## config.mk

```make
export PLATFORM = sky130hd
export DESIGN_NAME = cftcd_ctrl
export DESIGN_NICKNAME = d
export VERILOG_FILES = /design/src/hw/cftcd_chkgen.v /design/src/hw/cftcd_ctrl.v
export VERILOG_INCLUDE_DIRS = /design/src /design/src/hw
export SDC_FILE = /design/constraint.sdc
export NUM_CORES = 1
export LEC_CHECK = 0
export BUFFER_PORTS_ARGS = -buffer_cell sky130_fd_sc_hd__buf_2
export CORE_AREA = 5 5 151 153
export DETAILED_ROUTE_END_ITERATION = 7
export DIE_AREA = 0 0 156 158
export PLACE_DENSITY = 0.79
export REMOVE_ABC_BUFFERS = 1
export SETUP_SLACK_MARGIN = 0.2
export SLEW_MARGIN = 20
export SYNTH_ARGS = -nofsm -noshare
export SYNTH_HDL_FRONTEND = slang
export SYNTH_SLANG_ARGS = --single-unit
```

## constraint.sdc

```tcl
create_clock -name clk_in -period 1.7 [get_ports clk_in]
set_input_delay 0.17 -clock clk_in [delete_from_list [all_inputs] [get_ports clk_in]]
set_output_delay 0.17 -clock clk_in [all_outputs]
set_load 0.03 [all_outputs]
```

## src/hw/cftcd_defines.vh

```
// Purpose: constants of the cache control and fault-tolerance block
// Assumes: included by its bare name
// Notes: definitions only
`ifndef CFTCD_DEFINES_VH
`define CFTCD_DEFINES_VH
// ****************************************
// register offsets
// ****************************************
`define CFTCD_OFF_CTRL 4'h0
`define CFTCD_OFF_DASI 4'h4
`define CFTCD_OFF_CENA 4'h8
// ****************************************
// control word fields
// ****************************************
`define CFTCD_RF_READOUT 29
`define CFTCD_PAR_SEL 28
`define CFTCD_XPAT_HI 27
`define CFTCD_XPAT_LO 24
`define CFTCD_SNOOP 23
`define CFTCD_DFLUSH 22
`define CFTCD_IFLUSH 21
`define CFTCD_SCHEME_HI 20
`define CFTCD_SCHEME_LO 19
`define CFTCD_BURST 16
`define CFTCD_IPEND 15
`define CFTCD_DPEND 14
`define CFTCD_ITAG_CNT_LO 12
`define CFTCD_IWORD_CNT_LO 10
`define CFTCD_DTAG_CNT_LO 8
`define CFTCD_DWORD_CNT_LO 6
`define CFTCD_DFREEZE 5
`define CFTCD_IFREEZE 4
`define CFTCD_DSTATE_LO 2
`define CFTCD_ISTATE_LO 0
// ****************************************
// enable register fields
// ****************************************
`define CFTCD_EN_I 0
`define CFTCD_EN_D 1
`define CFTCD_THAW_I 2
`define CFTCD_THAW_D 3
// ****************************************
// codes and reset values
// ****************************************
`define CFTCD_SCHEME_NONE 2'h0
`define CFTCD_SCHEME_4BIT 2'h1
`define CFTCD_ST_OFF 2'h0
`define CFTCD_ST_FROZEN 2'h1
`define CFTCD_ST_ON 2'h3
`define CFTCD_CNT_MAX 2'h3
`define CFTCD_ASI_ITAG 4'hC
`define CFTCD_ASI_IWORD 4'hD
`define CFTCD_ASI_DTAG 4'hE
`define CFTCD_ASI_DWORD 4'hF
`define CFTCD_WIN_BASE 3'h7
`define CFTCD_CTX_LO 16
`define CFTCD_RST_CTRL 32'h00000000
`define CFTCD_RST_ASI 4'h0
`define CFTCD_RST_CENA 2'h0
`endif

```

## src/hw/cftcd_chkgen.v

```verilog
// Purpose: four check bits, one parity bit per byte of a word
// Assumes: combinational, used by the control block
// Notes: odd bytes and even bytes alike, no inversion
`timescale 1ns/10ps
module cftcd_chkgen (
	// word in
	input wire [31:0] word_in,
	// check bits out
	output wire [3:0] chk_out
);
	genvar b;
	generate
		for (b = 0; b < 4; b = b + 1) begin : g_byte
			assign chk_out[b] = ^word_in[8*b+7:8*b];
		end
	endgenerate
endmodule

```

## src/hw/cftcd_ctrl.v

```verilog
// Purpose: cache control word, flush walkers, error counters, diagnostic path
// Assumes: one 50 MHz clock, synchronous active-high reset, arrays answer one cycle after a select
// Notes: diagnostic read data stand two cycles after the request
`timescale 1ns/10ps
`include "cftcd_defines.vh"

// What this block does
// (RQ1) readout flag lets space 0xF read regfile bits
// (RQ2) parity select returns check bits, else word
// (RQ3) diagnostic write xors check bits with pattern
// (RQ4) snoop enable bit drives data cache snooping
// (RQ5) data flush bit starts flush, reads zero
// (RQ6) instruction flush bit starts flush, reads zero
// (RQ7) scheme field reports 00 or 01
// (RQ8) burst fetch bit enables burst line fills
// (RQ9) instruction flush pending while flush runs
// (RQ10) data flush pending while flush runs
// (RQ11) four two-bit parity error counters
// (RQ12) data cache freezes on taken interrupt
// (RQ13) instruction cache freezes on taken interrupt
// (RQ14) data state: x0 off, 01 frozen, 11 on
// (RQ15) instruction state uses same encoding
// (RQ16) parity select turns spaces c-f to check readout
// (RQ17) tag read: context 23:16, check 3:0
// (RQ18) check bits generated on every line fill
// (RQ19) debug window uses held space and addr 19:0
// (RQ20) check error flushes line and restarts instruction
// (RQ21) counters saturate at three, software clears
// (RQ22) flush walks all lines, pending clears after last
// (RQ23) counter writes load, status fields ignore writes
module cftcd_ctrl #(
	parameter IDX_W = 7,
	parameter LINES = 128,
	parameter PROT_SCHEME = `CFTCD_SCHEME_4BIT
) (
	// clock and reset
	input wire clk_in,
	input wire rst_in,
	// register port
	input wire [3:0] reg_addr_in,
	input wire [31:0] reg_wdata_in,
	input wire reg_wr_in,
	input wire reg_rd_in,
	output reg [31:0] reg_rdata_out,
	// pipeline events
	input wire irq_taken_in,
	input wire err_itag_in,
	input wire err_iword_in,
	input wire err_dtag_in,
	input wire err_dword_in,
	input wire [IDX_W-1:0] err_index_in,
	// line fill
	input wire fill_in,
	input wire [31:0] fill_data_in,
	output reg [3:0] fill_chk_out,
	// diagnostic requests
	input wire cpu_diag_in,
	input wire [3:0] cpu_asi_in,
	input wire [19:0] cpu_addr_in,
	input wire dbg_diag_in,
	input wire [22:0] dbg_addr_in,
	input wire diag_wr_in,
	input wire [31:0] diag_wdata_in,
	// array answers
	input wire [31:0] arr_word_in,
	input wire [3:0] arr_chk_in,
	input wire [7:0] arr_ctx_in,
	input wire [31:0] rf_chk_in,
	// diagnostic outputs
	output reg [4:0] diag_sel_out,
	output reg [19:0] diag_addr_out,
	output reg diag_we_out,
	output reg [31:0] diag_wword_out,
	output reg [3:0] diag_wchk_out,
	output reg [31:0] diag_rdata_out,
	output reg diag_rvalid_out,
	// line invalidation
	output reg iinval_out,
	output reg [IDX_W-1:0] iinval_index_out,
	output reg dinval_out,
	output reg [IDX_W-1:0] dinval_index_out,
	output reg restart_out,
	// cache steering
	output reg snoop_en_out,
	output reg burst_fill_out,
	output reg [1:0] icache_state_out,
	output reg [1:0] dcache_state_out
);
	// ****************************************
	// state
	// ****************************************
	reg regfile_check_readout_r;
	reg parity_select_r;
	reg [3:0] check_xor_pattern_r;
	reg dcache_snoop_en_r;
	reg instr_burst_fill_r;
	reg dcache_freeze_on_irq_r;
	reg icache_freeze_on_irq_r;
	reg [3:0] dbg_asi_r;
	reg [1:0] cache_en_r;
	reg ifrozen_r;
	reg dfrozen_r;
	reg icache_flush_pending_r;
	reg dcache_flush_pending_r;
	reg [IDX_W-1:0] iwalk_r;
	reg [IDX_W-1:0] dwalk_r;
	reg [7:0] err_cnt_r;
	reg rd_pend_r;
	reg [2:0] rd_kind_r;
	reg rd_parsel_r;

	wire ctrl_wr;
	wire cena_wr;
	wire [3:0] err_ev;
	wire [3:0] fill_chk;
	wire [3:0] diag_chk;
	wire [1:0] icache_state;
	wire [1:0] dcache_state;
	wire [31:0] ctrl_word;
	wire [IDX_W-1:0] last_line;
	wire [7:0] err_cnt_nxt;

	assign ctrl_wr = reg_wr_in && (reg_addr_in == `CFTCD_OFF_CTRL);
	assign cena_wr = reg_wr_in && (reg_addr_in == `CFTCD_OFF_CENA);
	assign err_ev = {err_dword_in, err_dtag_in, err_iword_in, err_itag_in};
	assign last_line = LINES[IDX_W-1:0] - {{(IDX_W-1){1'b0}}, 1'b1};

	// ****************************************
	// check bit generators
	// ****************************************
	cftcd_chkgen u_fill_chk (
		.word_in(fill_data_in),
		.chk_out(fill_chk)
	);
	cftcd_chkgen u_diag_chk (
		.word_in(diag_wdata_in),
		.chk_out(diag_chk)
	);

	// ****************************************
	// cache states
	// ****************************************
	// frozen only means something while the cache is enabled
	assign icache_state = !cache_en_r[0] ? `CFTCD_ST_OFF : (ifrozen_r ? `CFTCD_ST_FROZEN : `CFTCD_ST_ON); // RQ15
	assign dcache_state = !cache_en_r[1] ? `CFTCD_ST_OFF : (dfrozen_r ? `CFTCD_ST_FROZEN : `CFTCD_ST_ON); // RQ14

	// flush bits read as zero, reserved bits zero
	assign ctrl_word = {2'h0, regfile_check_readout_r, parity_select_r, check_xor_pattern_r,
		dcache_snoop_en_r, 1'b0, 1'b0, PROT_SCHEME[1:0], 2'h0, instr_burst_fill_r, // RQ5 RQ6 RQ7
		icache_flush_pending_r, dcache_flush_pending_r, err_cnt_r, // RQ9 RQ10 RQ11
		dcache_freeze_on_irq_r, icache_freeze_on_irq_r, dcache_state, icache_state};

	// ****************************************
	// control word, freeze on interrupt, counters
	// ****************************************
	// an interrupt in the thaw cycle wins, so no freeze is lost
	always @(posedge clk_in) begin
		if (rst_in) begin
			regfile_check_readout_r <= 1'b0;
			parity_select_r <= 1'b0;
			check_xor_pattern_r <= 4'h0;
			dcache_snoop_en_r <= 1'b0;
			instr_burst_fill_r <= 1'b0;
			dcache_freeze_on_irq_r <= 1'b0;
			icache_freeze_on_irq_r <= 1'b0;
			dbg_asi_r <= `CFTCD_RST_ASI;
			cache_en_r <= `CFTCD_RST_CENA;
			ifrozen_r <= 1'b0;
			dfrozen_r <= 1'b0;
			err_cnt_r <= 8'h00;
		end else begin
			if (ctrl_wr) begin
				regfile_check_readout_r <= reg_wdata_in[`CFTCD_RF_READOUT];
				parity_select_r <= reg_wdata_in[`CFTCD_PAR_SEL];
				check_xor_pattern_r <= reg_wdata_in[`CFTCD_XPAT_HI:`CFTCD_XPAT_LO];
				dcache_snoop_en_r <= reg_wdata_in[`CFTCD_SNOOP];
				instr_burst_fill_r <= reg_wdata_in[`CFTCD_BURST];
				dcache_freeze_on_irq_r <= reg_wdata_in[`CFTCD_DFREEZE];
				icache_freeze_on_irq_r <= reg_wdata_in[`CFTCD_IFREEZE];
			end
			if (reg_wr_in && (reg_addr_in == `CFTCD_OFF_DASI)) begin
				dbg_asi_r <= reg_wdata_in[3:0];
			end
			if (cena_wr) begin
				cache_en_r <= {reg_wdata_in[`CFTCD_EN_D], reg_wdata_in[`CFTCD_EN_I]};
			end
			if (irq_taken_in && icache_freeze_on_irq_r) begin
				ifrozen_r <= 1'b1; // RQ13
			end else if (cena_wr && reg_wdata_in[`CFTCD_THAW_I]) begin
				ifrozen_r <= 1'b0;
			end
			if (irq_taken_in && dcache_freeze_on_irq_r) begin
				dfrozen_r <= 1'b1; // RQ12
			end else if (cena_wr && reg_wdata_in[`CFTCD_THAW_D]) begin
				dfrozen_r <= 1'b0;
			end
			err_cnt_r <= err_cnt_nxt; // RQ11 RQ21
		end
	end

	// ****************************************
	// flush walkers, invalidation and restart
	// ****************************************
	// a flush request during a running flush restarts the walk from line zero
	// an error line takes the port first; the walk waits one cycle
	always @(posedge clk_in) begin
		if (rst_in) begin
			icache_flush_pending_r <= 1'b0;
			dcache_flush_pending_r <= 1'b0;
			iwalk_r <= {IDX_W{1'b0}};
			dwalk_r <= {IDX_W{1'b0}};
			iinval_out <= 1'b0;
			iinval_index_out <= {IDX_W{1'b0}};
			dinval_out <= 1'b0;
			dinval_index_out <= {IDX_W{1'b0}};
			restart_out <= 1'b0;
		end else begin
			if (ctrl_wr && reg_wdata_in[`CFTCD_IFLUSH]) begin
				icache_flush_pending_r <= 1'b1; // RQ6 RQ9
				iwalk_r <= {IDX_W{1'b0}};
			end else if (icache_flush_pending_r && !(err_itag_in || err_iword_in)) begin
				iwalk_r <= iwalk_r + {{(IDX_W-1){1'b0}}, 1'b1};
				if (iwalk_r == last_line) begin
					icache_flush_pending_r <= 1'b0; // RQ22
				end
			end
			if (ctrl_wr && reg_wdata_in[`CFTCD_DFLUSH]) begin
				dcache_flush_pending_r <= 1'b1; // RQ5 RQ10
				dwalk_r <= {IDX_W{1'b0}};
			end else if (dcache_flush_pending_r && !(err_dtag_in || err_dword_in)) begin
				dwalk_r <= dwalk_r + {{(IDX_W-1){1'b0}}, 1'b1};
				if (dwalk_r == last_line) begin
					dcache_flush_pending_r <= 1'b0; // RQ22
				end
			end
			iinval_out <= err_itag_in || err_iword_in || icache_flush_pending_r; // RQ20 RQ22
			iinval_index_out <= (err_itag_in || err_iword_in) ? err_index_in : iwalk_r;
			dinval_out <= err_dtag_in || err_dword_in || dcache_flush_pending_r; // RQ20 RQ22
			dinval_index_out <= (err_dtag_in || err_dword_in) ? err_index_in : dwalk_r;
			restart_out <= |err_ev; // RQ20
		end
	end

	// ****************************************
	// error counters
	// ****************************************
	// an error in the write cycle counts on top of the written value
	genvar c;
	generate
		for (c = 0; c < 4; c = c + 1) begin : g_cnt
			wire [1:0] base;
			assign base = ctrl_wr ? reg_wdata_in[`CFTCD_DWORD_CNT_LO+2*(3-c)+1:`CFTCD_DWORD_CNT_LO+2*(3-c)] // RQ23
				: err_cnt_r[2*(3-c)+1:2*(3-c)];
			assign err_cnt_nxt[2*(3-c)+1:2*(3-c)] = (err_ev[c] && base != `CFTCD_CNT_MAX) ? // RQ11 RQ21
				base + 2'h1 : base;
		end
	endgenerate

	// ****************************************
	// diagnostic request stage
	// ****************************************
	reg [3:0] req_asi;
	reg [19:0] req_addr;
	reg req_ok;
	reg [4:0] req_sel;
	always @* begin
		req_asi = cpu_asi_in;
		req_addr = cpu_addr_in;
		req_ok = cpu_diag_in;
		req_sel = 5'h00;
		// debug accesses outside the window are not for this block
		if (dbg_diag_in && dbg_addr_in[22:20] == `CFTCD_WIN_BASE) begin
			req_asi = dbg_asi_r; // RQ19
			req_addr = dbg_addr_in[19:0]; // RQ19
			req_ok = 1'b1;
		end
		if (req_ok) begin
			case (req_asi)
				`CFTCD_ASI_ITAG: req_sel = 5'h01; // RQ19
				`CFTCD_ASI_IWORD: req_sel = 5'h02; // RQ19
				`CFTCD_ASI_DTAG: req_sel = 5'h04; // RQ19
				`CFTCD_ASI_DWORD: begin
					// register file readout only for reads
					req_sel = (regfile_check_readout_r && !diag_wr_in) ? 5'h10 : 5'h08; // RQ1
				end
				default: req_sel = 5'h00;
			endcase
		end
	end

	always @(posedge clk_in) begin
		if (rst_in) begin
			diag_sel_out <= 5'h00;
			diag_addr_out <= 20'h00000;
			diag_we_out <= 1'b0;
			diag_wword_out <= 32'h00000000;
			diag_wchk_out <= 4'h0;
			fill_chk_out <= 4'h0;
			rd_pend_r <= 1'b0;
			rd_kind_r <= 3'h0;
			rd_parsel_r <= 1'b0;
		end else begin
			diag_sel_out <= req_sel;
			diag_addr_out <= req_addr;
			diag_we_out <= diag_wr_in && (req_sel != 5'h00);
			diag_wword_out <= diag_wdata_in;
			// pattern zero leaves the generated bits untouched
			diag_wchk_out <= diag_chk ^ check_xor_pattern_r; // RQ3
			if (fill_in) begin
				fill_chk_out <= fill_chk; // RQ18
			end
			rd_pend_r <= !diag_wr_in && (req_sel != 5'h00);
			rd_kind_r <= req_sel[4] ? 3'h4 : ((req_sel[0] || req_sel[2]) ? 3'h1 : 3'h2);
			rd_parsel_r <= parity_select_r;
		end
	end

	// ****************************************
	// diagnostic read answer
	// ****************************************
	always @(posedge clk_in) begin
		if (rst_in) begin
			diag_rdata_out <= 32'h00000000;
			diag_rvalid_out <= 1'b0;
		end else begin
			diag_rvalid_out <= rd_pend_r;
			if (rd_pend_r) begin
				if (rd_kind_r[2]) begin
					diag_rdata_out <= rf_chk_in; // RQ1
				end else if (!rd_parsel_r) begin
					diag_rdata_out <= arr_word_in; // RQ2
				end else if (rd_kind_r[0]) begin
					diag_rdata_out <= {8'h00, arr_ctx_in, 12'h000, arr_chk_in}; // RQ16 RQ17
				end else begin
					diag_rdata_out <= {28'h0000000, arr_chk_in}; // RQ2 RQ17
				end
			end
		end
	end

	// ****************************************
	// register read and steering outputs
	// ****************************************
	always @(posedge clk_in) begin
		if (rst_in) begin
			reg_rdata_out <= 32'h00000000;
			snoop_en_out <= 1'b0;
			burst_fill_out <= 1'b0;
			icache_state_out <= `CFTCD_ST_OFF;
			dcache_state_out <= `CFTCD_ST_OFF;
		end else begin
			reg_rdata_out <= 32'h00000000;
			if (reg_rd_in) begin
				case (reg_addr_in)
					`CFTCD_OFF_CTRL: reg_rdata_out <= ctrl_word;
					`CFTCD_OFF_DASI: reg_rdata_out <= {28'h0000000, dbg_asi_r};
					`CFTCD_OFF_CENA: reg_rdata_out <= {30'h00000000, cache_en_r};
					default: reg_rdata_out <= 32'h00000000;
				endcase
			end
			snoop_en_out <= dcache_snoop_en_r; // RQ4
			burst_fill_out <= instr_burst_fill_r; // RQ8
			icache_state_out <= icache_state; // RQ15
			dcache_state_out <= dcache_state; // RQ14
		end
	end
endmodule

```

# Word level (Yosys, flattened, before mapping)
# Index checks and enable logic that the tools add are counted.
# classes
n_eq_ne,13
n_addsub,6
muxes,36
n_reduce_logical,50
bitwise,2
# op_table
cell,n
$pmux W30 S3,1
$mux W32,2
$reduce_xor A8 Y1,8
$mux W2,13
$mux W24,1
$eq A4 B4 Y1 const B,5
$mux W20,1
$pmux W5 S4,1
$logic_and A1 B1 Y1,19
$add A7 B1 Y7 const B,2
$eq A7 B7 Y1 const B,2
$mux W7,2
$reduce_bool A2 Y1,6
$mux W1,11
$mux W5,2
$add A2 B1 Y2 const B,4
$ne A2 B2 Y1 const B,4
$reduce_or A2 Y1,4
$logic_or A1 B1 Y1,5
$reduce_bool A5 Y1,1
$eq A4 B3 Y1 const B,1
$logic_not A4 Y1,1
$mux W4,1
$reduce_and A2 Y1,2
6 further kinds,8
# word_totals
word_cells,145
ff_bits,200
out_inout_bits,154

# Depth between registers and ports, before layout
# Gate-level depths: netlist of the first run.
# depth
ltp_word,9
mapped_depth,10
depth_no_buf,8

# Hierarchy
# From an unflattened synthesis of the first run, not the netlist that was laid out.
# unflattened
hier_cells,854
area_unflattened_um2,7800.0
# by_module_without_submodules
mod,area_per_inst_um2,cells_each,n_inst,seq_area_each_um2
cftcd_ctrl,7309.5,798,1,3843.7
cftcd_chkgen,245.2,28,2,0.0

# Worst setup path after synthesis of the first run
# Ideal clock, no wire load.
# synth_path
path_type,input-to-reg
from,input port reg_addr_in[3]
to,register err_cnt_r[4]
setup_time_ns,0.135
t_arrival_ns,1.671
path_slack_ns,-0.106
path_stages,9
cell_sequence,buf_2 -> nor4_1 -> nand2_1 -> nand2_1 -> nand2_1 -> ha_1 -> nand2b_1 -> a21oi_1 -> nor3b_2
# synth_between
elab_chain_len,6
word_cells_on_any_way,7
cone_classes,add/sub (1); eq/ne (1); mux (2); reduce/logical (3)
# synth_lines
element,line,rtl
from (decl),cftcd_ctrl.v:40,"input wire [3:0] reg_addr_in,"
$logic_not A4 Y1 *,-,
$logic_and A1 B1 Y1 *,cftcd_ctrl.v:123,assign ctrl_wr = reg_wr_in && (reg_addr_in == `CFTCD_OFF_CTRL);
$mux W2 *,cftcd_ctrl.v:252,assign base = ctrl_wr ? reg_wdata_in[`CFTCD_DWORD_CNT_LO+2*(3-c)+1:`CFTCD_DWORD_CNT_LO+2*(3-c)]
"parallel branches: the longest is 2 deep, another holds $add A2 B1 Y2",-,
$mux W2 *,cftcd_ctrl.v:254,assign err_cnt_nxt[2*(3-c)+1:2*(3-c)] = (err_ev[c] && base != `CFTCD_CNT_MAX) ?
to (signal assigned),cftcd_ctrl.v:197,err_cnt_r <= err_cnt_nxt;
to (decl),cftcd_ctrl.v:107,reg [7:0] err_cnt_r;
# Mark *: on every way between the ends.
# A chain may end at the register's enable or synchronous reset.

# Final worst setup path of the first run
# layout_path
from,input port reg_addr_in[3]
to,register err_cnt_r[6]
# The elaborated chain is that of the path after synthesis.

==> impl_metrics.xml, run 1 <==
<?xml version="1.0" encoding="UTF-8"?>
<metrics>
  <group name="run_status">
    <metric name="status" unit="">finished clean</metric>
  </group>
  <group name="min_path">
    <metric name="min-delay-start" unit="">diag_wdata_in[28]</metric>
    <metric name="hold-path-cell-count" unit="">2</metric>
    <metric name="hold_path.class" unit="">primary input to register</metric>
    <metric name="worst_hold_path_endpoint" unit="">diag_wword_out[28]$_SDFF_PP0_</metric>
  </group>
  <group name="place">
    <metric name="preCtsSetupSlack" unit="ns">-0.319</metric>
    <metric name="place.detailed.hpwl" unit="mm">18.3</metric>
    <metric name="port_buffers" unit="">381</metric>
    <metric name="gp_congestion" unit="">0.819</metric>
    <metric name="detailed_place.area" unit="um2">9980</metric>
    <metric name="placed_cells" unit="">1475</metric>
  </group>
  <group name="sta">
    <metric name="finalHoldViolations" unit="">0</metric>
    <metric name="finalSetupViolations" unit="">0</metric>
    <metric name="slew_violations" unit="">0</metric>
    <metric name="fin_worst_skew" unit="ns">0.0105</metric>
    <metric name="max_freq" unit="MHz">657</metric>
    <metric name="rsz0062_at_grt" unit="">yes</metric>
    <metric name="timing.slew.headroom" unit="%">66.9</metric>
    <metric name="final_min_period_over_clock_period" unit="%">89.6</metric>
    <metric name="finalWorstSetupSlack" unit="ns">0.177</metric>
    <metric name="hold_ws" unit="ns">0.0182</metric>
    <metric name="timing_worst_slew_pin_value" unit="ns">0.495</metric>
    <metric name="fin_tns_setup" unit="ns">0</metric>
    <metric name="min_period" unit="ns">1.52</metric>
  </group>
  <group name="route">
    <metric name="drt_pass1_iterations" unit="">8</metric>
    <metric name="number_of_nets_with_antenna_violations_after_routing" unit="">0</metric>
    <metric name="routed_via_density" unit="">4.67</metric>
    <metric name="detail_route.drc_violations" unit="">0</metric>
    <metric name="drtIter0Drc" unit="">391</metric>
    <metric name="postRouteWirelength" unit="mm">24.6</metric>
    <metric name="num_vias" unit="">7470</metric>
    <metric name="routedWlPerCell" unit="um">15.4</metric>
  </group>
  <group name="logic_synthesis">
    <metric name="synth.area.top_cells" unit="">sky130_fd_sc_hd__dfxtp_1 51%, sky130_fd_sc_hd__xnor2_1 6.4%, sky130_fd_sc_hd__nand2_1 6.1%, sky130_fd_sc_hd__a21oi_1 4.1%, sky130_fd_sc_hd__nor2_1 3.5%</metric>
    <metric name="synth_area" unit="um2">7580</metric>
    <metric name="number_of_storage_elements_in_the_synthesis_netlist" unit="">192</metric>
    <metric name="synth_cell_types" unit="">45</metric>
    <metric name="async_reset_ff_share" unit="%">0</metric>
    <metric name="postSynthAreaPerCell" unit="um2">9.24</metric>
    <metric name="warnings_synthesis" unit="">0</metric>
    <metric name="yosysTopAreaCellShare" unit="%">50.7</metric>
    <metric name="synth_top_cell_by_area" unit="">sky130_fd_sc_hd__dfxtp_1</metric>
    <metric name="synth_edf_count" unit="">0</metric>
    <metric name="synth_flop_cell" unit="">sky130_fd_sc_hd__dfxtp_1</metric>
    <metric name="ys_seq_area_share" unit="%">50.7</metric>
    <metric name="post_synth_inst_count" unit="">821</metric>
  </group>
  <group name="critical_path">
    <metric name="crit_path_top_delay_cell" unit="">sky130_fd_sc_hd__or4_4</metric>
    <metric name="critical_path_class" unit="">primary input to register</metric>
    <metric name="worst_path_dominant_cell_family" unit="">simple AND/OR/NAND/NOR gates</metric>
    <metric name="critical_path_required" unit="ns">2.00</metric>
    <metric name="crit_path_start" unit="">reg_addr_in[3]</metric>
    <metric name="cp-start-kind" unit="">primary input</metric>
    <metric name="critical_path_buf_inv_count" unit="">2</metric>
    <metric name="reg2regPathDepth" unit="">5</metric>
    <metric name="max_stage_delay" unit="ns">0.53</metric>
    <metric name="worst-r2r-setup-slack" unit="ns">0.34</metric>
    <metric name="timing.critical_path.to_type" unit="">register</metric>
    <metric name="crit_path_max_fanout" unit="">7</metric>
    <metric name="beginning_of_the_worst_register_to_register_path" unit="">rd_parsel_r$_SDFF_PP0_</metric>
    <metric name="worst_r2r_endpoint" unit="">diag_rdata_out[3]$_SDFFE_PP0P_</metric>
    <metric name="cp_data_arrival_time" unit="ns">1.82</metric>
    <metric name="crit_path_cell_trace" unit="">buf_6, or4_4, buf_8, nor2_8, nand2_2, nand2_1, ha_2, nand2b_4, nand3_1, nor3b_2</metric>
  </group>
  <group name="floorplan">
    <metric name="die_width" unit="um">156</metric>
    <metric name="initial_core_util" unit="%">35.4</metric>
    <metric name="std_cell_rows" unit="">54</metric>
    <metric name="chipHeight" unit="um">158</metric>
    <metric name="io_pins" unit="">397</metric>
    <metric name="core_box_area" unit="um2">21400</metric>
    <metric name="fp.dieArea" unit="um2">24600</metric>
  </group>
  <group name="final_layout">
    <metric name="num-nets-final" unit="">1554</metric>
    <metric name="area_delta_synth_final" unit="%">53.0</metric>
    <metric name="antenna_cells" unit="">0</metric>
    <metric name="post-route-util" unit="%">54.2</metric>
    <metric name="layout.cells.non_filler" unit="">1598</metric>
    <metric name="layout.cell_area.non_filler" unit="um2">11600</metric>
    <metric name="final_layout_size_suffix_gt1_share" unit="%">37.3</metric>
  </group>
  <group name="clock_tree">
    <metric name="worst_setup_hold_path_clk_slew" unit="ns">0.07</metric>
    <metric name="clkLatencyLatePin" unit="ns">0.43</metric>
    <metric name="htree_num_levels" unit="">4</metric>
    <metric name="cts_made_buffers" unit="">17</metric>
    <metric name="cts_num_sinks" unit="">192</metric>
    <metric name="cts-root-to-sink-buffers" unit="">2</metric>
    <metric name="tritoncts" unit="">done</metric>
    <metric name="root_buffer_master" unit="">sky130_fd_sc_hd__clkbuf_16</metric>
  </group>
  <group name="job">
    <metric name="cap_viol_max_count" unit="">0</metric>
  </group>
  <group name="grt">
    <metric name="grt_overflow" unit="">0</metric>
    <metric name="grt.total_usage" unit="%">18.8</metric>
    <metric name="grt_antenna_before_repair" unit="">2</metric>
    <metric name="grt_max_degree" unit="">61</metric>
    <metric name="number_of_global_route_vias_before_repair" unit="">7359</metric>
    <metric name="grt_first_pass_wirelength" unit="mm">37.0</metric>
  </group>
  <group name="power_and_ir_drop">
    <metric name="power_density" unit="nW/um2">915</metric>
    <metric name="report.power.total" unit="mW">10.6</metric>
    <metric name="vdd_drop_max" unit="uV">515</metric>
    <metric name="p_leak" unit="nW">5.44</metric>
  </group>
</metrics>
## worst register-to-register path, cell delays in order, from the launching register on
cell	delay, ns
sky130_fd_sc_hd__dfxtp_2	0.50
sky130_fd_sc_hd__buf_4	0.20
sky130_fd_sc_hd__mux2i_1	0.17
sky130_fd_sc_hd__o21ai_0	0.14
sky130_fd_sc_hd__mux2i_1	0.18
sky130_fd_sc_hd__nor2_1	0.05
## routing by layer
| metal | routed length (um) | track usage [%] | up-vias |
|---|---|---|---|
| li1 | - | - | 3698 |
| met1 | 9630 | 21.2 | 3431 |
| met2 | 12600 | 34.2 | 299 |
| met3 | 1890 | 5.28 | 38 |
| met4 | 458 | 6.00 | 4 |
| met5 | 27 | 0 | - |
## flip-flops by register name, summed over array words and instances, names as in the netlist, 5 cells and up
register and count:
dwalk_r 7, diag_addr_out 20, diag_rdata_out 32, dinval_index_out 7
iinval_index_out 7, diag_sel_out 5, err_cnt_r 8, iwalk_r 7
reg_rdata_out 25, diag_wword_out 32
## synthesized netlist by cell type (all sizes together), types with 8 or more instances
cell,count
dfxtp,192
nand2,123
nor2,73
a21oi,64
xnor2,55
nor2b,39
clkbuf,37
and2,26
a211oi,24
nand2b,22
nand3,22
a22oi,21
buf,19
mux2i,16
o21ai,11
nand4,9
xor2,9
nor3b,8
## worst max path at each step
stage	endpoint	cells after the start
floorplan	diag_rdata_out[10]$_SDFFE_PP0P_	3
global placement	err_cnt_r[5]$_SDFF_PP0_	10
detailed placement	err_cnt_r[7]$_SDFF_PP0_	10
CTS	diag_sel_out[4]	2
global route	err_cnt_r[6]$_SDFF_PP0_	10
finish	err_cnt_r[6]$_SDFF_PP0_	10
## kinds of logic after synthesis
kind of cell,count (synthesis),synth area share (%)
AO/OA/AOI/OAI,136,11.9
XOR/XNOR,68,8.58
adder cells (fa/ha/maj),6,0.990
buffers and inverters,62,3.76
flip-flops,192,50.7
multiplexers,16,2.11
other,1,0.0495
AND/OR/NAND/NOR,340,21.9
## what timing repair did
item / CTS / global route
setup buffers: 0 / 2
endpoints found under the setup margin: 27 / 9
pin swaps: 0 / 8
gates resized for setup: 6 / 15
hold buffers: 89 / 0
cloned: 0 / 0
hold endpoints to repair: 77 / 0
## layout make-up
type                            instances  area [um2]
Clock inverter                         14         189
Clock buffer                           18         439
Inverter                                6        22.5
Fill cell                            1910        9810
Tap cell                              280         350
Multi-Input combinational cell        573        3540
Sequential cell                       192        3850
Timing Repair Buffer                  515        3210
## placed cells by master (no fill, tap or decap), types with 18 or more instances in the layout
cell type / instances
sky130_fd_sc_hd__buf_2: 378
sky130_fd_sc_hd__dfxtp_1: 190
sky130_fd_sc_hd__nor2b_1: 39
sky130_fd_sc_hd__and2_1: 26
sky130_fd_sc_hd__dlygate4sd3_1: 89
sky130_fd_sc_hd__buf_4: 40
sky130_fd_sc_hd__nand2b_1: 18
sky130_fd_sc_hd__nor2_1: 69
sky130_fd_sc_hd__a211oi_1: 24
sky130_fd_sc_hd__xnor2_1: 55
sky130_fd_sc_hd__nand2_1: 120
sky130_fd_sc_hd__a21oi_1: 61
sky130_fd_sc_hd__a22oi_1: 21
sky130_fd_sc_hd__nand3_1: 22
## power by group
| group | switching [mW] | leakage (nW) | internal [mW] |
|---|---|---|---|
| combinational | 0.912 | 3.56 | 0.830 |
| clock | 1.97 | 0.305 | 2.17 |
| sequential | 0.0644 | 1.57 | 4.67 |
| total | 2.94 | 5.44 | 7.67 |
Power figures use the tool's default switching activity.
==> run 2, diff against run 1 <==
--- a/config.mk
+++ b/config.mk
@@ -10,8 +10,7 @@
 export CORE_AREA = 5 5 151 153
 export DETAILED_ROUTE_END_ITERATION = 7
 export DIE_AREA = 0 0 156 158
-export PLACE_DENSITY = 0.79
-export REMOVE_ABC_BUFFERS = 1
+export PLACE_DENSITY = 0.77
 export SETUP_SLACK_MARGIN = 0.2
 export SLEW_MARGIN = 20
 export SYNTH_ARGS = -nofsm -noshare
==> constraint.sdc (replaced) <==
create_clock -name clk_in -period 1.9 [get_ports clk_in]
set_input_delay 0.19 -clock clk_in [delete_from_list [all_inputs] [get_ports clk_in]]
set_output_delay 0.19 -clock clk_in [all_outputs]
set_load 0.03 [all_outputs]
==> impl_metrics.xml, run 2 (synthesis results as in run 1) <==
<?xml version="1.0" encoding="UTF-8"?>
<metrics>
  <group name="run_status">
    <metric name="status" unit="">finished clean</metric>
  </group>
  <group name="clock_tree">
    <metric name="cts-root-to-sink-buffers" unit="">2</metric>
    <metric name="cts_made_buffers" unit="">17</metric>
    <metric name="htree_num_levels" unit="">4</metric>
    <metric name="cts_num_sinks" unit="">192</metric>
    <metric name="clkLatencyLatePin" unit="ns">0.43</metric>
    <metric name="worst_setup_hold_path_clk_slew" unit="ns">0.08</metric>
    <metric name="root_buffer_master" unit="">sky130_fd_sc_hd__clkbuf_16</metric>
    <metric name="tritoncts" unit="">done</metric>
    <metric name="postCtsSetupBuffers" unit="">0</metric>
  </group>
  <group name="place">
    <metric name="place.detailed.hpwl" unit="mm">18.9</metric>
    <metric name="placed_cells" unit="">1466</metric>
    <metric name="detailed_place.area" unit="um2">9970</metric>
    <metric name="port_buffers" unit="">381</metric>
    <metric name="gp_congestion" unit="">0.834</metric>
    <metric name="preCtsSetupSlack" unit="ns">-0.0413</metric>
  </group>
  <group name="grt">
    <metric name="grt.total_usage" unit="%">19.1</metric>
    <metric name="layer_with_the_highest_usage" unit="">met2</metric>
    <metric name="grt_first_pass_wirelength" unit="mm">37.4</metric>
    <metric name="grt_antenna_before_repair" unit="">1</metric>
    <metric name="groute.layer.met3.usage" unit="%">5.28</metric>
    <metric name="grt_overflow" unit="">0</metric>
    <metric name="number_of_global_route_vias_before_repair" unit="">7366</metric>
    <metric name="gr-usage-met1" unit="%">21.6</metric>
    <metric name="grt_met2_usage" unit="%">34.3</metric>
    <metric name="grt_max_degree" unit="">74</metric>
  </group>
  <group name="power_and_ir_drop">
    <metric name="switching_power" unit="mW">2.61</metric>
    <metric name="seq_power_share" unit="%">45.7</metric>
    <metric name="power.internal" unit="mW">6.65</metric>
    <metric name="power_frac_clock" unit="%">38.0</metric>
    <metric name="switching_share_of_power" unit="%">28.2</metric>
    <metric name="power_density" unit="nW/um2">824</metric>
    <metric name="vdd_drop_max" unit="uV">461</metric>
    <metric name="p_leak" unit="nW">5.27</metric>
    <metric name="power.combinational.fraction" unit="%">16.3</metric>
  </group>
  <group name="sta">
    <metric name="finalWorstSetupSlack" unit="ns">0.364</metric>
    <metric name="slew_violations" unit="">0</metric>
    <metric name="max_freq" unit="MHz">651</metric>
    <metric name="fin_worst_skew" unit="ns">0.0131</metric>
    <metric name="min_period" unit="ns">1.54</metric>
    <metric name="rsz0062_at_grt" unit="">no</metric>
    <metric name="final_min_period_over_clock_period" unit="%">80.8</metric>
    <metric name="timing.slew.headroom" unit="%">62.5</metric>
    <metric name="finalSetupViolations" unit="">0</metric>
    <metric name="timing_worst_slew_pin_value" unit="ns">0.561</metric>
    <metric name="finalHoldViolations" unit="">0</metric>
  </group>
  <group name="final_layout">
    <metric name="largestRegisters" unit="">diag_rdata_out x32, diag_wword_out x32, reg_rdata_out x25</metric>
    <metric name="filler_cell_count_in_the_final_layout" unit="">1897</metric>
    <metric name="area_delta_synth_final" unit="%">48.2</metric>
    <metric name="num-nets-final" unit="">1521</metric>
    <metric name="layout.cells.most_common_list" unit="">380 x sky130_fd_sc_hd__buf_2, 190 x sky130_fd_sc_hd__dfxtp_1, 122 x sky130_fd_sc_hd__nand2_1, 69 x sky130_fd_sc_hd__nor2_1, 67 x sky130_fd_sc_hd__dlygate4sd3_1</metric>
    <metric name="layout.cell_area.non_filler" unit="um2">11200</metric>
    <metric name="commonest_non_fill_non_tap_cell_in_the_layout" unit="">sky130_fd_sc_hd__buf_2</metric>
    <metric name="layout.cells.non_filler" unit="">1566</metric>
    <metric name="final_layout_size_suffix_gt1_share" unit="%">37.3</metric>
  </group>
  <group name="floorplan">
    <metric name="std_cell_rows" unit="">54</metric>
    <metric name="core_box_area" unit="um2">21400</metric>
    <metric name="die_width" unit="um">156</metric>
    <metric name="fp.dieArea" unit="um2">24600</metric>
    <metric name="io_pins" unit="">397</metric>
    <metric name="initial_core_util" unit="%">35.4</metric>
    <metric name="chipHeight" unit="um">158</metric>
  </group>
  <group name="min_path">
    <metric name="hold_path.class" unit="">primary input to register</metric>
    <metric name="min-delay-start" unit="">err_index_in[3]</metric>
  </group>
  <group name="route">
    <metric name="num_vias" unit="">7346</metric>
    <metric name="detail_route.drc_violations" unit="">0</metric>
    <metric name="drt_pass1_iterations" unit="">5</metric>
    <metric name="routedWlPerCell" unit="um">16.0</metric>
    <metric name="number_of_nets_with_antenna_violations_after_routing" unit="">0</metric>
    <metric name="routed_via_density" unit="">4.69</metric>
    <metric name="postRouteWirelength" unit="mm">25.1</metric>
    <metric name="drtIter0Drc" unit="">396</metric>
  </group>
  <group name="critical_path">
    <metric name="critical_path_required" unit="ns">1.71</metric>
    <metric name="cp_data_arrival_time" unit="ns">1.35</metric>
    <metric name="crit_path_top_delay_cell" unit="">sky130_fd_sc_hd__dfxtp_2</metric>
    <metric name="critical_path_buf_inv_count" unit="">2</metric>
    <metric name="crit_path_max_fanout" unit="">21</metric>
    <metric name="cp-start-kind" unit="">register</metric>
    <metric name="crit_path_start" unit="">diag_sel_out[4]$_SDFF_PP0_</metric>
    <metric name="timing.critical_path.to_type" unit="">output port</metric>
    <metric name="crit_path_cell_trace" unit="">buf_4, buf_2</metric>
    <metric name="critical_path_class" unit="">register to output port</metric>
    <metric name="max_stage_delay" unit="ns">0.43</metric>
    <metric name="beginning_of_the_worst_register_to_register_path" unit="">rd_parsel_r$_SDFF_PP0_</metric>
    <metric name="worst_path_dominant_cell_family" unit="">buffers and inverters</metric>
  </group>
  <group name="job">
    <metric name="cap_viol_max_count" unit="">0</metric>
  </group>
</metrics>
==> run 2: cell types whose count changed in the layout (fill, tap and decap cells not counted), sizes merged <==
cell         previous run  this run
clkinv                  8         6
buf                   426       415
bufinv                  1         0
dlygate4sd3            89        67
diode                   0         1
inv                    11        14
==> run 2: power groups by stage <==
stage	Combinational, mW	Sequential [mW]	Clock, mW
final	1.51	4.23	3.52
after global routing	1.62	4.25	3.82
after CTS	1.50	4.23	3.65
after detailed placement	1.39	4.33	0
after global placement	1.37	4.32	0
after floorplan	0.587	4.58	0
==> run 2: final timing paths <==
check	slack (ns)	endpoint	cells after the start
setup / recovery	0.36	diag_sel_out[4]	2
hold / removal	0.03	dinval_index_out[3]$_SDFF_PP0_	3
setup reg to reg	0.38	diag_rdata_out[19]$_SDFFE_PP0P_	4
hold reg to reg	0.46	icache_state_out[1]$_SDFF_PP0_	1
==> run 2: stage by stage <==
| step | utilization (%) | setup TNS [ns] | power (mW) | hold slack, ns |
|---|---|---|---|---|
| global placement | 46.6 | 0 | 5.69 | 0.381 |
| CTS | 52.4 | 0 | 9.39 | 0.00197 |
| global route | 52.5 | 0 | 9.70 | 0.00153 |
| finish | 52.5 | 0 | 9.26 | 0.0251 |
| floorplan | - | 0 | 5.17 | 0.262 |
| detailed placement | 46.6 | -0.195 | 5.71 | 0.382 |
==> run 2: cell type report <==
class | instances | area, um2 | area share (%)
Clock inverter | 14 | 158 | 1.40
Sequential cell | 192 | 3850 | 34.2
Inverter | 6 | 22.5 | 0.200
Timing Repair Buffer | 482 | 2870 | 25.6
Antenna cell | 1 | 2.50 | 0.0223
Tap cell | 280 | 350 | 3.12
Clock buffer | 18 | 429 | 3.82
Multi-Input combinational cell | 573 | 3560 | 31.6
==> run 2: tightest hold or removal path, delay by kind of cell <==
| family | cells | cell delay (ns) |
|---|---|---|
| AO/OA/AOI/OAI | 1 | 0.06 |
| buffers and inverters | 1 | 0.11 |
| AND/OR/NAND/NOR | 1 | 0.05 |
==> run 2: layer usage <==
layer | wire length (um) | vias to the layer above
li1 | - | 3627
met1 | 9750 | 3344
met4 | 637 | 2
met5 | 13 | -
met2 | 12600 | 326
met3 | 2020 | 47
==> run 2: timing repair <==
| item | in CTS | in global routing |
|---|---|---|
| endpoints found under the hold margin | 57 | 0 |
| endpoints found under the setup margin | 0 | 5 |
| resized for setup | 0 | 2 |
| hold buffers | 67 | 0 |
==> run 3, diff against run 2 <==
--- a/config.mk
+++ b/config.mk
@@ -6,11 +6,12 @@
 export SDC_FILE = /design/constraint.sdc
 export NUM_CORES = 1
 export LEC_CHECK = 0
+export ABC_AREA = 1
 export BUFFER_PORTS_ARGS = -buffer_cell sky130_fd_sc_hd__buf_2
-export CORE_AREA = 5 5 151 153
+export CORE_AREA = 5 5 152 154
 export DETAILED_ROUTE_END_ITERATION = 7
-export DIE_AREA = 0 0 156 158
-export PLACE_DENSITY = 0.77
+export DIE_AREA = 0 0 157 159
+export PLACE_DENSITY = 0.8
 export SETUP_SLACK_MARGIN = 0.2
 export SLEW_MARGIN = 20
 export SYNTH_ARGS = -nofsm -noshare
==> constraint.sdc (replaced) <==
create_clock -name clk_in -period 1.55 [get_ports clk_in]
set_input_delay 0.155 -clock clk_in [delete_from_list [all_inputs] [get_ports clk_in]]
set_output_delay 0.155 -clock clk_in [all_outputs]
set_load 0.03 [all_outputs]
==> impl_metrics.xml, run 3 <==
<?xml version="1.0" encoding="UTF-8"?>
<metrics>
  <group name="min_path">
    <metric name="min-delay-start" unit="">reg_wdata_in[23]</metric>
    <metric name="hold-path-cell-count" unit="">3</metric>
    <metric name="hold_path.class" unit="">primary input to register</metric>
    <metric name="worst_hold_path_endpoint" unit="">dcache_snoop_en_r$_SDFFE_PP0P_</metric>
  </group>
  <group name="logic_synthesis">
    <metric name="synthTopCellsByCount" unit="">327 x sky130_fd_sc_hd__nand2_1, 192 x sky130_fd_sc_hd__dfxtp_1, 150 x sky130_fd_sc_hd__inv_1</metric>
    <metric name="number_of_storage_elements_in_the_synthesis_netlist" unit="">192</metric>
    <metric name="yosysTopAreaCellShare" unit="%">46.2</metric>
    <metric name="synth.area.top_cells" unit="">sky130_fd_sc_hd__dfxtp_1 46%, sky130_fd_sc_hd__nand2_1 15%, sky130_fd_sc_hd__inv_1 6.8%, sky130_fd_sc_hd__a21oi_1 6.4%, sky130_fd_sc_hd__nor2_1 6.4%</metric>
    <metric name="postSynthAreaPerCell" unit="um2">7.00</metric>
    <metric name="synth_edf_count" unit="">0</metric>
    <metric name="post_synth_inst_count" unit="">1187</metric>
    <metric name="synth_cell_types" unit="">36</metric>
    <metric name="synth_area" unit="um2">8310</metric>
    <metric name="async_reset_ff_share" unit="%">0</metric>
    <metric name="synth_most_common_cell" unit="">sky130_fd_sc_hd__nand2_1</metric>
    <metric name="synth_flop_cell" unit="">sky130_fd_sc_hd__dfxtp_1</metric>
    <metric name="warnings_synthesis" unit="">0</metric>
    <metric name="ys_seq_area_share" unit="%">46.2</metric>
    <metric name="synth_top_cell_by_area" unit="">sky130_fd_sc_hd__dfxtp_1</metric>
  </group>
  <group name="clock_tree">
    <metric name="root_buffer_master" unit="">sky130_fd_sc_hd__clkbuf_16</metric>
    <metric name="cts_num_sinks" unit="">192</metric>
    <metric name="cts-root-to-sink-buffers" unit="">2</metric>
    <metric name="clkLatencyLatePin" unit="ns">0.43</metric>
    <metric name="htree_num_levels" unit="">4</metric>
    <metric name="cts_made_buffers" unit="">17</metric>
    <metric name="tritoncts" unit="">done</metric>
    <metric name="worst_setup_hold_path_clk_slew" unit="ns">0.08</metric>
  </group>
  <group name="route">
    <metric name="drtIter0Drc" unit="">643</metric>
    <metric name="detail_route.drc_violations" unit="">0</metric>
    <metric name="postRouteWirelength" unit="mm">30.2</metric>
    <metric name="routedWlPerCell" unit="um">15.3</metric>
    <metric name="drt_pass1_iterations" unit="">5</metric>
    <metric name="number_of_nets_with_antenna_violations_after_routing" unit="">0</metric>
    <metric name="num_vias" unit="">9592</metric>
    <metric name="routed_via_density" unit="">4.85</metric>
  </group>
  <group name="critical_path">
    <metric name="critical_path_required" unit="ns">1.87</metric>
    <metric name="cp-start-kind" unit="">register</metric>
    <metric name="critical_path_class" unit="">register to register</metric>
    <metric name="worst-r2r-setup-slack" unit="ns">0.06</metric>
    <metric name="reg2regPathDepth" unit="">8</metric>
    <metric name="beginning_of_the_worst_register_to_register_path" unit="">err_cnt_r[4]$_SDFF_PP0_</metric>
    <metric name="worst_r2r_endpoint" unit="">err_cnt_r[5]$_SDFF_PP0_</metric>
    <metric name="timing.critical_path.to_type" unit="">register</metric>
    <metric name="crit_path_max_fanout" unit="">2</metric>
    <metric name="cp_data_arrival_time" unit="ns">1.81</metric>
  </group>
  <group name="final_layout">
    <metric name="largestRegisters" unit="">diag_rdata_out x32, diag_wword_out x32, reg_rdata_out x25</metric>
    <metric name="post-route-util" unit="%">57.1</metric>
    <metric name="num-nets-final" unit="">1933</metric>
    <metric name="commonest_non_fill_non_tap_cell_in_the_layout" unit="">sky130_fd_sc_hd__buf_2</metric>
    <metric name="layout.cells.most_common_list" unit="">381 x sky130_fd_sc_hd__buf_2, 326 x sky130_fd_sc_hd__nand2_1, 184 x sky130_fd_sc_hd__dfxtp_1, 148 x sky130_fd_sc_hd__inv_1, 141 x sky130_fd_sc_hd__nor2_1</metric>
    <metric name="area_delta_synth_final" unit="%">48.1</metric>
    <metric name="filler_cell_count_in_the_final_layout" unit="">1919</metric>
    <metric name="final_layout_size_suffix_gt1_share" unit="%">29.0</metric>
    <metric name="layout.cell_area.non_filler" unit="um2">12300</metric>
  </group>
  <group name="grt">
    <metric name="grt_overflow" unit="">0</metric>
    <metric name="grt_antenna_before_repair" unit="">6</metric>
    <metric name="grt_first_pass_wirelength" unit="mm">45.4</metric>
    <metric name="grt_max_degree" unit="">37</metric>
    <metric name="number_of_global_route_vias_before_repair" unit="">9183</metric>
    <metric name="grt.total_usage" unit="%">22.5</metric>
  </group>
  <group name="sta">
    <metric name="final_min_period_over_clock_period" unit="%">96.2</metric>
    <metric name="slew_violations" unit="">0</metric>
    <metric name="fin_worst_skew" unit="ns">0.0130</metric>
    <metric name="max_freq" unit="MHz">671</metric>
    <metric name="min_period" unit="ns">1.49</metric>
    <metric name="timing_worst_slew_pin_value" unit="ns">0.565</metric>
    <metric name="finalHoldViolations" unit="">0</metric>
    <metric name="timing.slew.headroom" unit="%">62.3</metric>
    <metric name="finalSetupViolations" unit="">0</metric>
    <metric name="rsz0062_at_grt" unit="">yes</metric>
  </group>
  <group name="power_and_ir_drop">
    <metric name="report.power.total" unit="mW">11.6</metric>
    <metric name="p_leak" unit="nW">6.61</metric>
    <metric name="vdd_drop_max" unit="uV">638</metric>
    <metric name="power_density" unit="nW/um2">942</metric>
  </group>
  <group name="floorplan">
    <metric name="initial_core_util" unit="%">38.6</metric>
    <metric name="io_pins" unit="">397</metric>
    <metric name="core_box_area" unit="um2">21600</metric>
    <metric name="die_width" unit="um">157</metric>
    <metric name="chipHeight" unit="um">159</metric>
    <metric name="std_cell_rows" unit="">54</metric>
    <metric name="fp.dieArea" unit="um2">25000</metric>
  </group>
  <group name="place">
    <metric name="gp_congestion" unit="">0.882</metric>
    <metric name="place.detailed.hpwl" unit="mm">21.8</metric>
    <metric name="detailed_place.area" unit="um2">10500</metric>
    <metric name="port_buffers" unit="">381</metric>
  </group>
  <group name="job">
    <metric name="cap_viol_max_count" unit="">0</metric>
  </group>
  <group name="run_status">
    <metric name="status" unit="">finished clean</metric>
  </group>
</metrics>
run 3: power by group:
| group | internal, mW | switching (mW) |
|---|---|---|
| Clock | 2.18 | 2.21 |
| Combinational | 0.834 | 1.18 |
| Sequential | 5.12 | 0.0696 |
| Total | 8.14 | 3.46 |
run 3: worst max-delay path: stages, from the launching register on:
cell	delay, ns
sky130_fd_sc_hd__dfxtp_2	0.33
sky130_fd_sc_hd__nand2_2	0.07
sky130_fd_sc_hd__o21a_1	0.19
sky130_fd_sc_hd__inv_2	0.07
sky130_fd_sc_hd__ha_4	0.16
sky130_fd_sc_hd__or2_4	0.24
sky130_fd_sc_hd__o21ai_2	0.14
sky130_fd_sc_hd__o21bai_4	0.14
sky130_fd_sc_hd__inv_1	0.05
run 3: worst max-delay path by stage:
stage | to | cells after the start | from
after floorplan | err_cnt_r[3]$_SDFF_PP0_ | 10 | reg_addr_in[0]
after global placement | err_cnt_r[3]$_SDFF_PP0_ | 11 | reg_addr_in[2]
after detailed placement | err_cnt_r[5]$_SDFF_PP0_ | 11 | reg_addr_in[2]
after CTS | err_cnt_r[5]$_SDFF_PP0_ | 8 | err_cnt_r[4]$_SDFF_PP0_
after global routing | err_cnt_r[4]$_SDFF_PP0_ | 9 | err_cnt_r[4]$_SDFF_PP0_
final | err_cnt_r[5]$_SDFF_PP0_ | 8 | err_cnt_r[4]$_SDFF_PP0_
run 3: layout make-up:
cell class              count  area [um2]  share of cell area, %
flip-flops and latches    192        3850                   31.3
multi-input cells         799        3700                   30.1
repair buffers            520        3230                   26.2
inverters                 154         579                   4.70
clock buffers              17         425                   3.45
well taps                 280         350                   2.84
clock inverters            15         168                   1.36
diodes                      2        5.00                 0.0406
run 3: cell families after synthesis:
kind of cell | count (synthesis) | share of synthesized area [%]
and+or+nand+nor | 552 | 27.1
AOI/OAI and AO/OA | 221 | 14.1
buffers and inverters | 203 | 10.3
DFF | 192 | 46.2
xor gates and xnor gates | 12 | 1.26
adders and majority gates | 6 | 0.903
other | 1 | 0.0451
run 3: stage by stage:
stage / cells / worst slack (ns) / hold slack (ns) / setup TNS [ns]
2_1_floorplan: 1193 / 0.0209 / 0.227 / 0
3_3_place_gp: 1833 / -0.173 / 0.366 / -0.977
3_5_place_dp: 1833 / -0.326 / 0.376 / -1.76
4_1_cts: 1972 / 0.108 / 0.00308 / 0
5_1_grt: 1979 / -0.00922 / 0.0249 / -0.00922
6_report: 1979 / 0.0591 / 0.0255 / 0
run 3: timing repair:
| item | CTS | global route |
|---|---|---|
| endpoints found under the setup margin | 10 | 28 |
| hold buffers | 102 | 0 |
| gates cloned | 0 | 1 |
| endpoints found under the hold margin | 79 | 0 |
| pin swaps | 5 | 8 |
| gates resized for setup | 15 | 15 |
| setup buffers | 5 | 4 |
run 3: per-layer routing:
layer	share of wire (%)	vias to the layer above	GRT usage, %
li1	-	4699	-
met1	39	4272	26.5
met2	47	484	37.7
met3	8.1	129	4.76
met4	5.5	8	12.9
met5	0.16	-	0
